File: src/logic/dram_ctl_pkg.sv
package dram_ctl_pkg;
	// ------------------------------------------------------------
	// Clock and cycle timing
	// ------------------------------------------------------------
	localparam int CLK_PERIOD_NS = 8;
	// Times measured from the start of a memory cycle; data valid counts from row strobe, tap 120 from column strobe
	localparam int ROW_STROBE_NS = 130;
	localparam int ADDR_SWITCH_NS = 160;
	localparam int COL_STROBE_NS = 190;
	localparam int ACK_NS = 190;
	localparam int DATA_VALID_NS = 150;
	localparam int TAP_120_NS = 120;
	// Least times round up, so each figure uses a ceiling
	localparam int ROW_STROBE_CYC = (ROW_STROBE_NS + CLK_PERIOD_NS - 1) / CLK_PERIOD_NS;
	localparam int ADDR_SWITCH_CYC = (ADDR_SWITCH_NS + CLK_PERIOD_NS - 1) / CLK_PERIOD_NS;
	localparam int COL_STROBE_CYC = (COL_STROBE_NS + CLK_PERIOD_NS - 1) / CLK_PERIOD_NS;
	localparam int ACK_CYC = (ACK_NS + CLK_PERIOD_NS - 1) / CLK_PERIOD_NS;
	localparam int DATA_VALID_CYC = ROW_STROBE_CYC
		+ (DATA_VALID_NS + CLK_PERIOD_NS - 1) / CLK_PERIOD_NS;
	localparam int TAP_120_CYC = COL_STROBE_CYC + (TAP_120_NS + CLK_PERIOD_NS - 1) / CLK_PERIOD_NS;
	// ------------------------------------------------------------
	// Refresh
	// ------------------------------------------------------------
	localparam int REFRESH_DIV = 144;
	localparam int GRANT_HOLD_CYC = 2;
	localparam int KERNEL_TOP_LSB = 19;
	localparam int BASE_SEL_BIT = 21;
	localparam logic [7:0] REFRESH_ROW_RST = 8'h00;
	// ------------------------------------------------------------
	// Register map over the plain register port
	// ------------------------------------------------------------
	localparam logic [3:0] CTRL_ADDR = 4'h0;
	localparam logic [3:0] STATUS_ADDR = 4'h1;
	localparam logic [3:0] BUS_STAT_ADDR = 4'h2;
	localparam logic [3:0] ADDR_STAT_ADDR = 4'h3;
	localparam int CTRL_ERR_EN_BIT = 0;
	localparam int CTRL_PAR_EN_BIT = 1;
	localparam int CTRL_BAD_PAR_BIT = 2;
	localparam int STAT_PAR_BIT = 0;
	localparam logic [2:0] CTRL_RST = 3'h0;
	// ------------------------------------------------------------
	// Cycle states
	// ------------------------------------------------------------
	typedef enum logic [3:0] {
		ST_IDLE = 4'b0001,
		ST_CPU = 4'b0010,
		ST_REFRESH = 4'b0100,
		ST_END = 4'b1000
	} cycle_state_e;
endpackage : dram_ctl_pkg

File: src/logic/byte_parity.sv
// ------------------------------------------------------------
// One byte lane: odd parity generation and check
// ------------------------------------------------------------
module byte_parity
	import dram_ctl_pkg::*;
#(
	parameter int WIDTH = 8
) (
	// Data and parity
	input wire logic [WIDTH-1:0] data_i,
	input wire logic seed_i,
	input wire logic stored_par_i,
	// Results
	output logic gen_par_o,
	output logic check_bad_o
);
	initial begin
		if (WIDTH < 1) begin
			$error("byte_parity width must be positive");
		end
	end

	// High when the byte holds an even number of ones with the seed high, or an odd number with the seed low
	assign gen_par_o = ~(^data_i) ^ ~seed_i;
	// High when byte plus stored bit is not odd
	assign check_bad_o = ~(^{data_i, stored_par_i});
endmodule : byte_parity

File: src/logic/dram_parity_mmu_refresh.sv
// What this block does
// - Row strobe at 130 ns, address switch at 160 ns, column strobe at 190 ns.
// - Read data counts valid no sooner than 150 ns after row strobe.
// - Data transceivers on only in column time with address bit 21 low.
// - Acknowledge at 190 ns on base access without grant or master select.
// - Stop timing at tap 120, then map-update enable, then end row timing.
// - On writes make one parity bit per byte giving odd parity.
// - On reads a bad byte in either selected lane (byte_sel_i) raises the parity fault.
// - Parity fault interrupts level 7 only with error enable set.
// - No parity fault when column strobe inhibited or on DMA accesses.
// - A parity fault captures bus and general status.
// - Write page status on error-free accesses with update and column enable.
// - Referenced flag to 1, bit0 0 on clean read, write-enable from mode.
// - Page fault when both flags zero on user or DMA access.
// - Management error on fault, user kernel access, or user unwritable page.
// - Management error interrupts level 7 only with error enable set.
// - Bus error, with error enable set, on CPU fault, user non-RAM, user bad write, user kernel write.
// - An illegal access inhibits the column strobe.
// - Refresh all 256 rows by RAS-only cycles every 36864 clocks (about 295 us).
// - Refresh request every 144 processor clocks.
// - Eight-bit row counter advances per grant and drives A3-A10.
// - On grant hold acknowledge two clocks and strobe all rows.
module dram_parity_mmu_refresh
	import dram_ctl_pkg::*;
#(
	parameter int ADDR_W = 23,
	parameter int ROW_BANKS = 4
) (
	// Clock and reset
	input wire logic clk_i,
	input wire logic rst_b_i,
	// Processor bus
	input wire logic processor_data_strobe_i,
	input wire logic rd_wr_i,
	input wire logic supervisor_access_bit_i,
	input wire logic [ADDR_W:1] addr_i,
	input wire logic ram_space_i,
	input wire logic bitmap_ref_i,
	input wire logic dma_access_i,
	input wire logic bus_master_select_n_i,
	input wire logic [15:0] wr_data_i,
	input wire logic [15:0] ram_data_i,
	input wire logic upper_byte_parity_i,
	input wire logic lower_byte_parity_i,
	input wire logic [1:0] byte_sel_i,
	// Page status from the map
	input wire logic page_status_bit0_i,
	input wire logic page_referenced_flag_i,
	input wire logic latched_page_write_enable_i,
	// Arbiter
	input wire logic refresh_grant_n_i,
	input wire logic common_grant_n_i,
	// Register port
	input wire logic [3:0] reg_addr_i,
	input wire logic [15:0] reg_wdata_i,
	input wire logic reg_wr_i,
	input wire logic reg_rd_i,
	output logic [15:0] reg_rdata_o,
	// DRAM control
	output logic [ROW_BANKS-1:0] row_strobe_n_o,
	output logic column_strobe_gate_n_o,
	output logic addr_col_sel_o,
	output logic xcvr_en_n_o,
	output logic xcvr_dir_rd_o,
	output logic [7:0] refresh_row_o,
	output logic refresh_addr_en_o,
	output logic upper_byte_parity_o,
	output logic lower_byte_parity_o,
	output logic [15:0] rd_data_o,
	output logic rd_data_valid_o,
	// Processor answers
	output logic dtack_n_o,
	output logic bus_error_n_o,
	output logic level7_irq_n_o,
	output logic parity_fault_n_o,
	output logic translation_error_n_o,
	// Page status update
	output logic page_status_write_n_o,
	output logic map_update_enable_o,
	output logic new_page_status_bit0_o,
	output logic new_page_referenced_flag_o,
	output logic new_page_write_enable_o,
	// Refresh arbitration
	output logic refresh_request_n_o,
	output logic grant_ack_n_o
);
	initial begin
		if (ROW_BANKS < 1 || ADDR_W < 22) begin
			$error("dram_parity_mmu_refresh parameters out of range");
		end
	end

	// ------------------------------------------------------------
	// Cycle sequencer
	// ------------------------------------------------------------
	cycle_state_e state_reg, state_next;
	logic [5:0] tick_reg;
	logic [7:0] div_reg, row_reg;
	logic req_pend_reg, status_frozen_reg;
	logic [1:0] hold_reg;
	logic [2:0] ctrl_reg, sticky_reg;
	logic [15:0] bus_stat_reg, addr_stat_reg;
	wire cpu_start = processor_data_strobe_i & ~bitmap_ref_i & common_grant_n_i;
	wire in_cpu = (state_reg == ST_CPU);
	wire in_ref = (state_reg == ST_REFRESH);
	wire base_mem = ~addr_i[BASE_SEL_BIT];
	wire user_cpu = ~supervisor_access_bit_i & ~dma_access_i;
	wire is_write = ~rd_wr_i;
	wire kernel_area = (addr_i[KERNEL_TOP_LSB+2:KERNEL_TOP_LSB] == 3'h0);
	wire tap_120 = in_cpu & (tick_reg == 6'(TAP_120_CYC));
	wire at_col = in_cpu & (tick_reg == 6'(COL_STROBE_CYC));
	// Page checks
	wire flags_clear = ~page_status_bit0_i & ~page_referenced_flag_i;
	wire page_fault = flags_clear & (user_cpu | dma_access_i);
	wire mmu_err = page_fault | (user_cpu & kernel_area)
		| (user_cpu & ~latched_page_write_enable_i);
	wire berr = (page_fault & ~dma_access_i) | (user_cpu & ~ram_space_i)
		| (user_cpu & is_write & ~latched_page_write_enable_i)
		| (user_cpu & is_write & kernel_area);
	wire illegal = mmu_err | berr;
	wire col_ok = ~illegal & ram_space_i;
	// Parity lanes
	logic up_gen, lo_gen, up_bad, lo_bad;
	wire seed = ~ctrl_reg[CTRL_BAD_PAR_BIT];
	byte_parity #(.WIDTH(8)) up_lane (
		.data_i(is_write ? wr_data_i[15:8] : ram_data_i[15:8]),
		.seed_i(seed),
		.stored_par_i(upper_byte_parity_i),
		.gen_par_o(up_gen),
		.check_bad_o(up_bad)
	);
	byte_parity #(.WIDTH(8)) lo_lane (
		.data_i(is_write ? wr_data_i[7:0] : ram_data_i[7:0]),
		.seed_i(seed),
		.stored_par_i(lower_byte_parity_i),
		.gen_par_o(lo_gen),
		.check_bad_o(lo_bad)
	);
	wire par_err = rd_wr_i & ((up_bad & byte_sel_i[1]) | (lo_bad & byte_sel_i[0]))
		& col_ok & ~dma_access_i & ctrl_reg[CTRL_PAR_EN_BIT];
	wire par_evt = at_col & base_mem & par_err;

	// State transitions
	always_comb begin
		state_next = state_reg;
		case (state_reg)
			ST_IDLE: begin
				if (!refresh_grant_n_i && !common_grant_n_i) begin
					state_next = ST_REFRESH;
				end else if (cpu_start) begin
					state_next = ST_CPU;
				end
			end
			ST_CPU: begin
				if (tap_120) begin
					state_next = ST_END;
				end
			end
			ST_REFRESH: begin
				if (tick_reg == 6'(COL_STROBE_CYC)) begin
					state_next = ST_END;
				end
			end
			ST_END: begin
				if (!processor_data_strobe_i && common_grant_n_i) begin
					state_next = ST_IDLE;
				end
			end
			default: state_next = ST_IDLE;
		endcase
	end

	// State and cycle counter
	always_ff @(posedge clk_i) begin
		if (!rst_b_i) begin
			state_reg <= ST_IDLE;
			tick_reg <= 6'h00;
		end else begin
			state_reg <= state_next;
			tick_reg <= (state_next != state_reg) ? 6'h01 : tick_reg + 6'h01;
		end
	end

	// ------------------------------------------------------------
	// Strobes and data path
	// ------------------------------------------------------------
	wire row_on = (in_cpu | in_ref) & (tick_reg >= 6'(ROW_STROBE_CYC));
	wire col_on = in_cpu & (tick_reg >= 6'(COL_STROBE_CYC)) & col_ok & base_mem;
	// Refresh strobes every bank, a processor cycle only the addressed one
	wire [ROW_BANKS-1:0] row_next = in_ref ? ~{ROW_BANKS{row_on}}
		: ~(ROW_BANKS'(row_on) << (addr_i[1] % ROW_BANKS));

	always_ff @(posedge clk_i) begin
		if (!rst_b_i) begin
			row_strobe_n_o <= '1;
			column_strobe_gate_n_o <= 1'b1;
			addr_col_sel_o <= 1'b0;
			xcvr_en_n_o <= 1'b1;
			xcvr_dir_rd_o <= 1'b1;
			dtack_n_o <= 1'b1;
			rd_data_o <= 16'h0000;
			rd_data_valid_o <= 1'b0;
			upper_byte_parity_o <= 1'b0;
			lower_byte_parity_o <= 1'b0;
		end else begin
			row_strobe_n_o <= row_next;
			column_strobe_gate_n_o <= ~col_on;
			addr_col_sel_o <= in_cpu & (tick_reg >= 6'(ADDR_SWITCH_CYC));
			xcvr_en_n_o <= ~col_on;
			xcvr_dir_rd_o <= rd_wr_i;
			// Answer at 190 ns for base memory with no grant and no master select
			dtack_n_o <= ~(in_cpu & (tick_reg >= 6'(ACK_CYC)) & base_mem
				& common_grant_n_i & bus_master_select_n_i) | (state_next != ST_CPU);
			// Array data is taken only after the access time has passed
			rd_data_valid_o <= in_cpu & rd_wr_i & (tick_reg >= 6'(DATA_VALID_CYC));
			if (in_cpu && rd_wr_i && tick_reg == 6'(DATA_VALID_CYC)) begin
				rd_data_o <= ram_data_i;
			end
			upper_byte_parity_o <= up_gen;
			lower_byte_parity_o <= lo_gen;
		end
	end

	// ------------------------------------------------------------
	// Map update and error reporting
	// ------------------------------------------------------------
	always_ff @(posedge clk_i) begin
		if (!rst_b_i) begin
			map_update_enable_o <= 1'b0;
			page_status_write_n_o <= 1'b1;
			new_page_status_bit0_o <= 1'b0;
			new_page_referenced_flag_o <= 1'b0;
			new_page_write_enable_o <= 1'b0;
			translation_error_n_o <= 1'b1;
			bus_error_n_o <= 1'b1;
			parity_fault_n_o <= 1'b1;
			level7_irq_n_o <= 1'b1;
		end else begin
			map_update_enable_o <= tap_120;
			// Page status is written only on an error-free access in column time
			page_status_write_n_o <= ~(tap_120 & ~mmu_err & col_on);
			new_page_referenced_flag_o <= 1'b1;
			new_page_status_bit0_o <= ~(rd_wr_i & ~mmu_err);
			new_page_write_enable_o <= supervisor_access_bit_i & ~dma_access_i;
			translation_error_n_o <= ~(in_cpu & mmu_err);
			bus_error_n_o <= ~(in_cpu & berr & ctrl_reg[CTRL_ERR_EN_BIT]);
			if (par_evt) begin
				parity_fault_n_o <= 1'b0;
			end else if (state_next == ST_IDLE) begin
				parity_fault_n_o <= 1'b1;
			end
			level7_irq_n_o <= ~(ctrl_reg[CTRL_ERR_EN_BIT]
				& (~parity_fault_n_o | (in_cpu & mmu_err)));
		end
	end

	// ------------------------------------------------------------
	// Refresh timer, row counter and grant hold
	// ------------------------------------------------------------
	wire div_end = (div_reg == 8'(REFRESH_DIV - 1));
	wire grant_take = (state_reg == ST_IDLE) & (state_next == ST_REFRESH);
	always_ff @(posedge clk_i) begin
		if (!rst_b_i) begin
			div_reg <= 8'h00;
			req_pend_reg <= 1'b0;
			row_reg <= REFRESH_ROW_RST;
			hold_reg <= 2'h0;
			refresh_request_n_o <= 1'b1;
			grant_ack_n_o <= 1'b1;
			refresh_row_o <= REFRESH_ROW_RST;
			refresh_addr_en_o <= 1'b0;
		end else begin
			div_reg <= div_end ? 8'h00 : div_reg + 8'h01;
			// Request held until grant; a new tick in that cycle wins
			if (div_end) begin
				req_pend_reg <= 1'b1;
			end else if (grant_take) begin
				req_pend_reg <= 1'b0;
			end
			refresh_request_n_o <= ~((req_pend_reg & ~grant_take) | div_end);
			if (grant_take) begin
				row_reg <= row_reg + 8'h01;
				hold_reg <= 2'(GRANT_HOLD_CYC);
			end else if (hold_reg != 2'h0) begin
				hold_reg <= hold_reg - 2'h01;
			end
			grant_ack_n_o <= ~(grant_take | (hold_reg > 2'h1));
			refresh_row_o <= grant_take ? row_reg : refresh_row_o;
			refresh_addr_en_o <= (state_next == ST_REFRESH);
		end
	end

	// ------------------------------------------------------------
	// Registers: control, sticky status and captured bus status
	// ------------------------------------------------------------
	wire stat_clr = reg_wr_i & (reg_addr_i == STATUS_ADDR);
	wire [2:0] evt = {in_cpu & berr, in_cpu & mmu_err, par_evt};
	always_ff @(posedge clk_i) begin
		if (!rst_b_i) begin
			ctrl_reg <= CTRL_RST;
			sticky_reg <= 3'h0;
			status_frozen_reg <= 1'b0;
			bus_stat_reg <= 16'h0000;
			addr_stat_reg <= 16'h0000;
		end else begin
			if (reg_wr_i && reg_addr_i == CTRL_ADDR) begin
				ctrl_reg <= reg_wdata_i[2:0];
			end
			// Set wins over a clear in the same cycle
			sticky_reg <= (stat_clr ? (sticky_reg & ~reg_wdata_i[2:0]) : sticky_reg) | evt;
			if (par_evt && !status_frozen_reg) begin
				bus_stat_reg <= {translation_error_n_o, dma_access_i, 4'hF, ~byte_sel_i,
					addr_i[ADDR_W], addr_i[ADDR_W-1], addr_i[21:16]};
				addr_stat_reg <= {addr_i[15:1], 1'b0};
				status_frozen_reg <= 1'b1;
			end else if (stat_clr) begin
				status_frozen_reg <= 1'b0;
			end
		end
	end

	// Read mux
	wire [15:0] rd_mux = (reg_addr_i == CTRL_ADDR) ? {13'h0000, ctrl_reg} :
		(reg_addr_i == STATUS_ADDR) ? {13'h0000, sticky_reg} :
		(reg_addr_i == BUS_STAT_ADDR) ? bus_stat_reg :
		(reg_addr_i == ADDR_STAT_ADDR) ? addr_stat_reg : 16'h0000;
	always_ff @(posedge clk_i) begin
		if (!rst_b_i) begin
			reg_rdata_o <= 16'h0000;
		end else begin
			reg_rdata_o <= reg_rd_i ? rd_mux : 16'h0000;
		end
	end
endmodule : dram_parity_mmu_refresh

File: config.mk
export PLATFORM = sky130hd
export DESIGN_NAME = dram_parity_mmu_refresh
export DESIGN_NICKNAME = d
export VERILOG_FILES = /design/src/logic/dram_ctl_pkg.sv /design/src/logic/byte_parity.sv /design/src/logic/dram_parity_mmu_refresh.sv
export SDC_FILE = /design/constraint.sdc
export NUM_CORES = 1
export LEC_CHECK = 0
export BUFFER_PORTS_ARGS = -buffer_cell sky130_fd_sc_hd__buf_2
export CORE_AREA = 2 2 161 100
export DETAILED_ROUTE_END_ITERATION = 8
export DIE_AREA = 0 0 163 102
export HOLD_SLACK_MARGIN = 0.08
export SLEW_MARGIN = 40
export SYNTH_ARGS = -nofsm -noshare
export SYNTH_HDL_FRONTEND = slang
export SYNTH_SLANG_ARGS = --single-unit
File: constraint.sdc
create_clock -name clk_i -period 4.9 [get_ports clk_i]
set_clock_uncertainty 0.2 [all_clocks]
set_input_delay 0.735 -clock clk_i [delete_from_list [all_inputs] [get_ports clk_i]]
set_output_delay 0.735 -clock clk_i [all_outputs]
set_load 0.05 [all_outputs]
==> impl_metrics.tcl <==
set metrics [dict create \
    cts.sink_count 126 \
    grt_pass1_vias 4350 \
    insertion_delay_ns 0.41 \
    path_class "in2reg" \
    syn_area_sq_um 5220 \
    setup_ws_ns 2.00 \
    synth_area_leaders "dfxtp_1 48%, mux2i_1 10%, nand2_1 6.8%" \
    required_ns 5.04 \
    yosys_warnings 0 \
    drtPass1Iterations 5 \
    postCtsResizedCells 0 \
    overflow 0 \
    fin_util_pct 44.7 \
    port_buffers 145 \
    grt_pass1_wl_um 21100 \
    ioPinCount 159 \
    hold_buffers 0 \
    drtAntennaViolNets 0 \
    fp-row-count 35 \
    die_area_sq_um 16600 \
    start_util_pct 34.5 \
    track_usage_pct 16.4 \
    drv_cap 0 \
    endpoint_kind "flip-flop" \
    worstPathCellList "buf_2 -> inv_2 -> mux2i_1 -> xnor3_1 -> xor3_1 -> a22oi_2 -> nor3_2 -> buf_4 -> mux2i_1" \
    final_cells 918 \
    wl_per_cell_um 14.4 \
    synth_nets 662 \
    die_w_um 163 \
    wl_um 13200 \
    ir_worst_vdd_mv 0.202 \
    gp_congestion 0.833 \
    worst_pin_slew_ns 0.740 \
    drive_gt1_share_pct 28.0 \
    final_common_cell "buf_2" \
    crit_fanout 28 \
    tritoncts "done" \
    grt_max_degree 49 \
    path_buf_inv 3 \
    slowest_delay_ns 0.46 \
    cts_setup_buffers 0 \
    ys_seq_area_share_pct 48.4 \
    fin_crit_ns 2.90 \
    post-place-ws_ns 1.55 \
    crit_path_start_kind "input port" \
    postSynthCellCount 561 \
    core_area_sq_um 15100 \
    synth_edf_count 0 \
    die_y_um 102 \
    ctsHtreeMaxLevel 4 \
    area_growth_pct 29.6 \
    status "finished clean" \
    crit_top_cell "mux2i_1" \
    layout_common_cells "145 x buf_2, 126 x dfxtp_1, 95 x nand2_1" \
    synthArstFlopShare_pct 0 \
    root_buffer "clkbuf_16" \
    drc_errors 0 \
    cts_inserted_buffers 17 \
    synthFlopType "dfxtp_1" \
    p_leak_uw 0.00284 \
    drt_iter0_drc 303 \
    yosys.area.top_type_share_pct 48.4 \
    finalCritPeriodShare_pct 59.1 \
    path_clk_slew_ns 0.06 \
    antenna_found_initial 1 \
    timing.hold.ws_ns 0.250 \
    cp_top_family "buffers and inverters" \
    cts_max_path_buffers 2 \
    hpwl_um 9830 \
    yosys_register_bits 126 \
    tns_ns 0 \
    relSlewSlack_pct 50.5 \
    synth.avg_cell_area_sq_um 9.30 \
    slew_viol_final 0 \
    viasPerCell 4.76 \
    crit_slowest_cell "xnor3_1" \
    holdCritPathClass "reg2reg" \
    nNetsFinal 802 \
    p_per_area_nw_per_um2 397 \
    yosysTopAreaCell "dfxtp_1" \
    rsz0062_at_grt "false" \
    setup_viol 0 \
    hold_viol 0 \
    route.vias.total 4367 \
    yosysUniqueCellTypes 52 \
    fmax_ghz 0.345 \
    dp_cells 885 \
    timing.critical_path.arrival_ns 3.04 \
]
==> worst paths after layout <==
check	from	end	slack, ns	cells after the start
worst min register to register	refresh_row_o[7]	refresh_row_o[7]	0.25	2
worst max-delay path	rd_wr_i	addr_stat_reg[15]	2.00	9
worst min-delay path	refresh_row_o[7]	refresh_row_o[7]	0.25	2
worst max register to register	state_reg[1]	addr_stat_reg[15]	2.10	6
==> stage by stage <==
| stage | instance area, sq um | total power, uW |
|---|---|---|
| floorplan | 5220 | 1260 |
| global placement | 6110 | 1350 |
| detailed placement | 6110 | 1350 |
| CTS | 6750 | 2710 |
| global route | 6750 | 2790 |
| finish | 6760 | 2680 |
==> kinds of logic (layout without fill, tap and decap cells) <==
group	after synthesis	after routing	synth area share, %
AOI/OAI and AO/OA	69	69	8.04
adders and majority gates	6	6	1.44
xor gates and xnor gates	41	41	7.99
muxes	54	54	10.4
buffers and inverters	42	195	3.77
and+or+nand+nor	223	223	20.0
DFF	126	126	48.4
other	0	1	0
==> synthesized netlist by cell type, types with 4 or more instances <==
master,count
nor3_1,6
nand4_1,6
nand2b_1,6
ha_1,6
a22oi_1,9
xor2_1,29
mux2i_1,52
xnor2_1,8
nand2_1,95
inv_1,11
and3_1,6
nand3_1,10
o21a_1,6
buf_6,4
a21oi_1,30
clkbuf_1,21
o21ai_0,11
nor2_1,64
dfxtp_1,126
==> tightest hold or removal path, delay by kind of cell, from the launching register on <==
kind | cells | cell delay [ns]
compound gates | 1 | 0.05
flops | 1 | 0.30
simple gates | 1 | 0.05
==> metal layers <==
| metal | track usage [%] | vias up | share of wire (%) |
|---|---|---|---|
| met5 | 0 | - | 0 |
| met3 | 4.95 | 16 | 5.6 |
| met4 | 6.33 | 0 | 1.4 |
| met2 | 24.8 | 115 | 43 |
| met1 | 22.1 | 2061 | 50 |
| li1 | - | 2175 | - |
==> final cells by class <==
cell class,count,area [sq um]
antenna,1,2.50
clock buffer,17,425
clock inverter,15,210
fill,1461,8350
inverter,12,45.0
multi-input combinational,393,2530
sequential,126,2520
tap,203,254
timing repair buffer,151,771
==> where the power goes <==
group / internal [uW] / switching (uW) / total (uW)
combinational: 111 / 159 / 271
clock: 859 / 490 / 1350
sequential: 1040 / 15.9 / 1060
(Power assumes the default switching activity.)
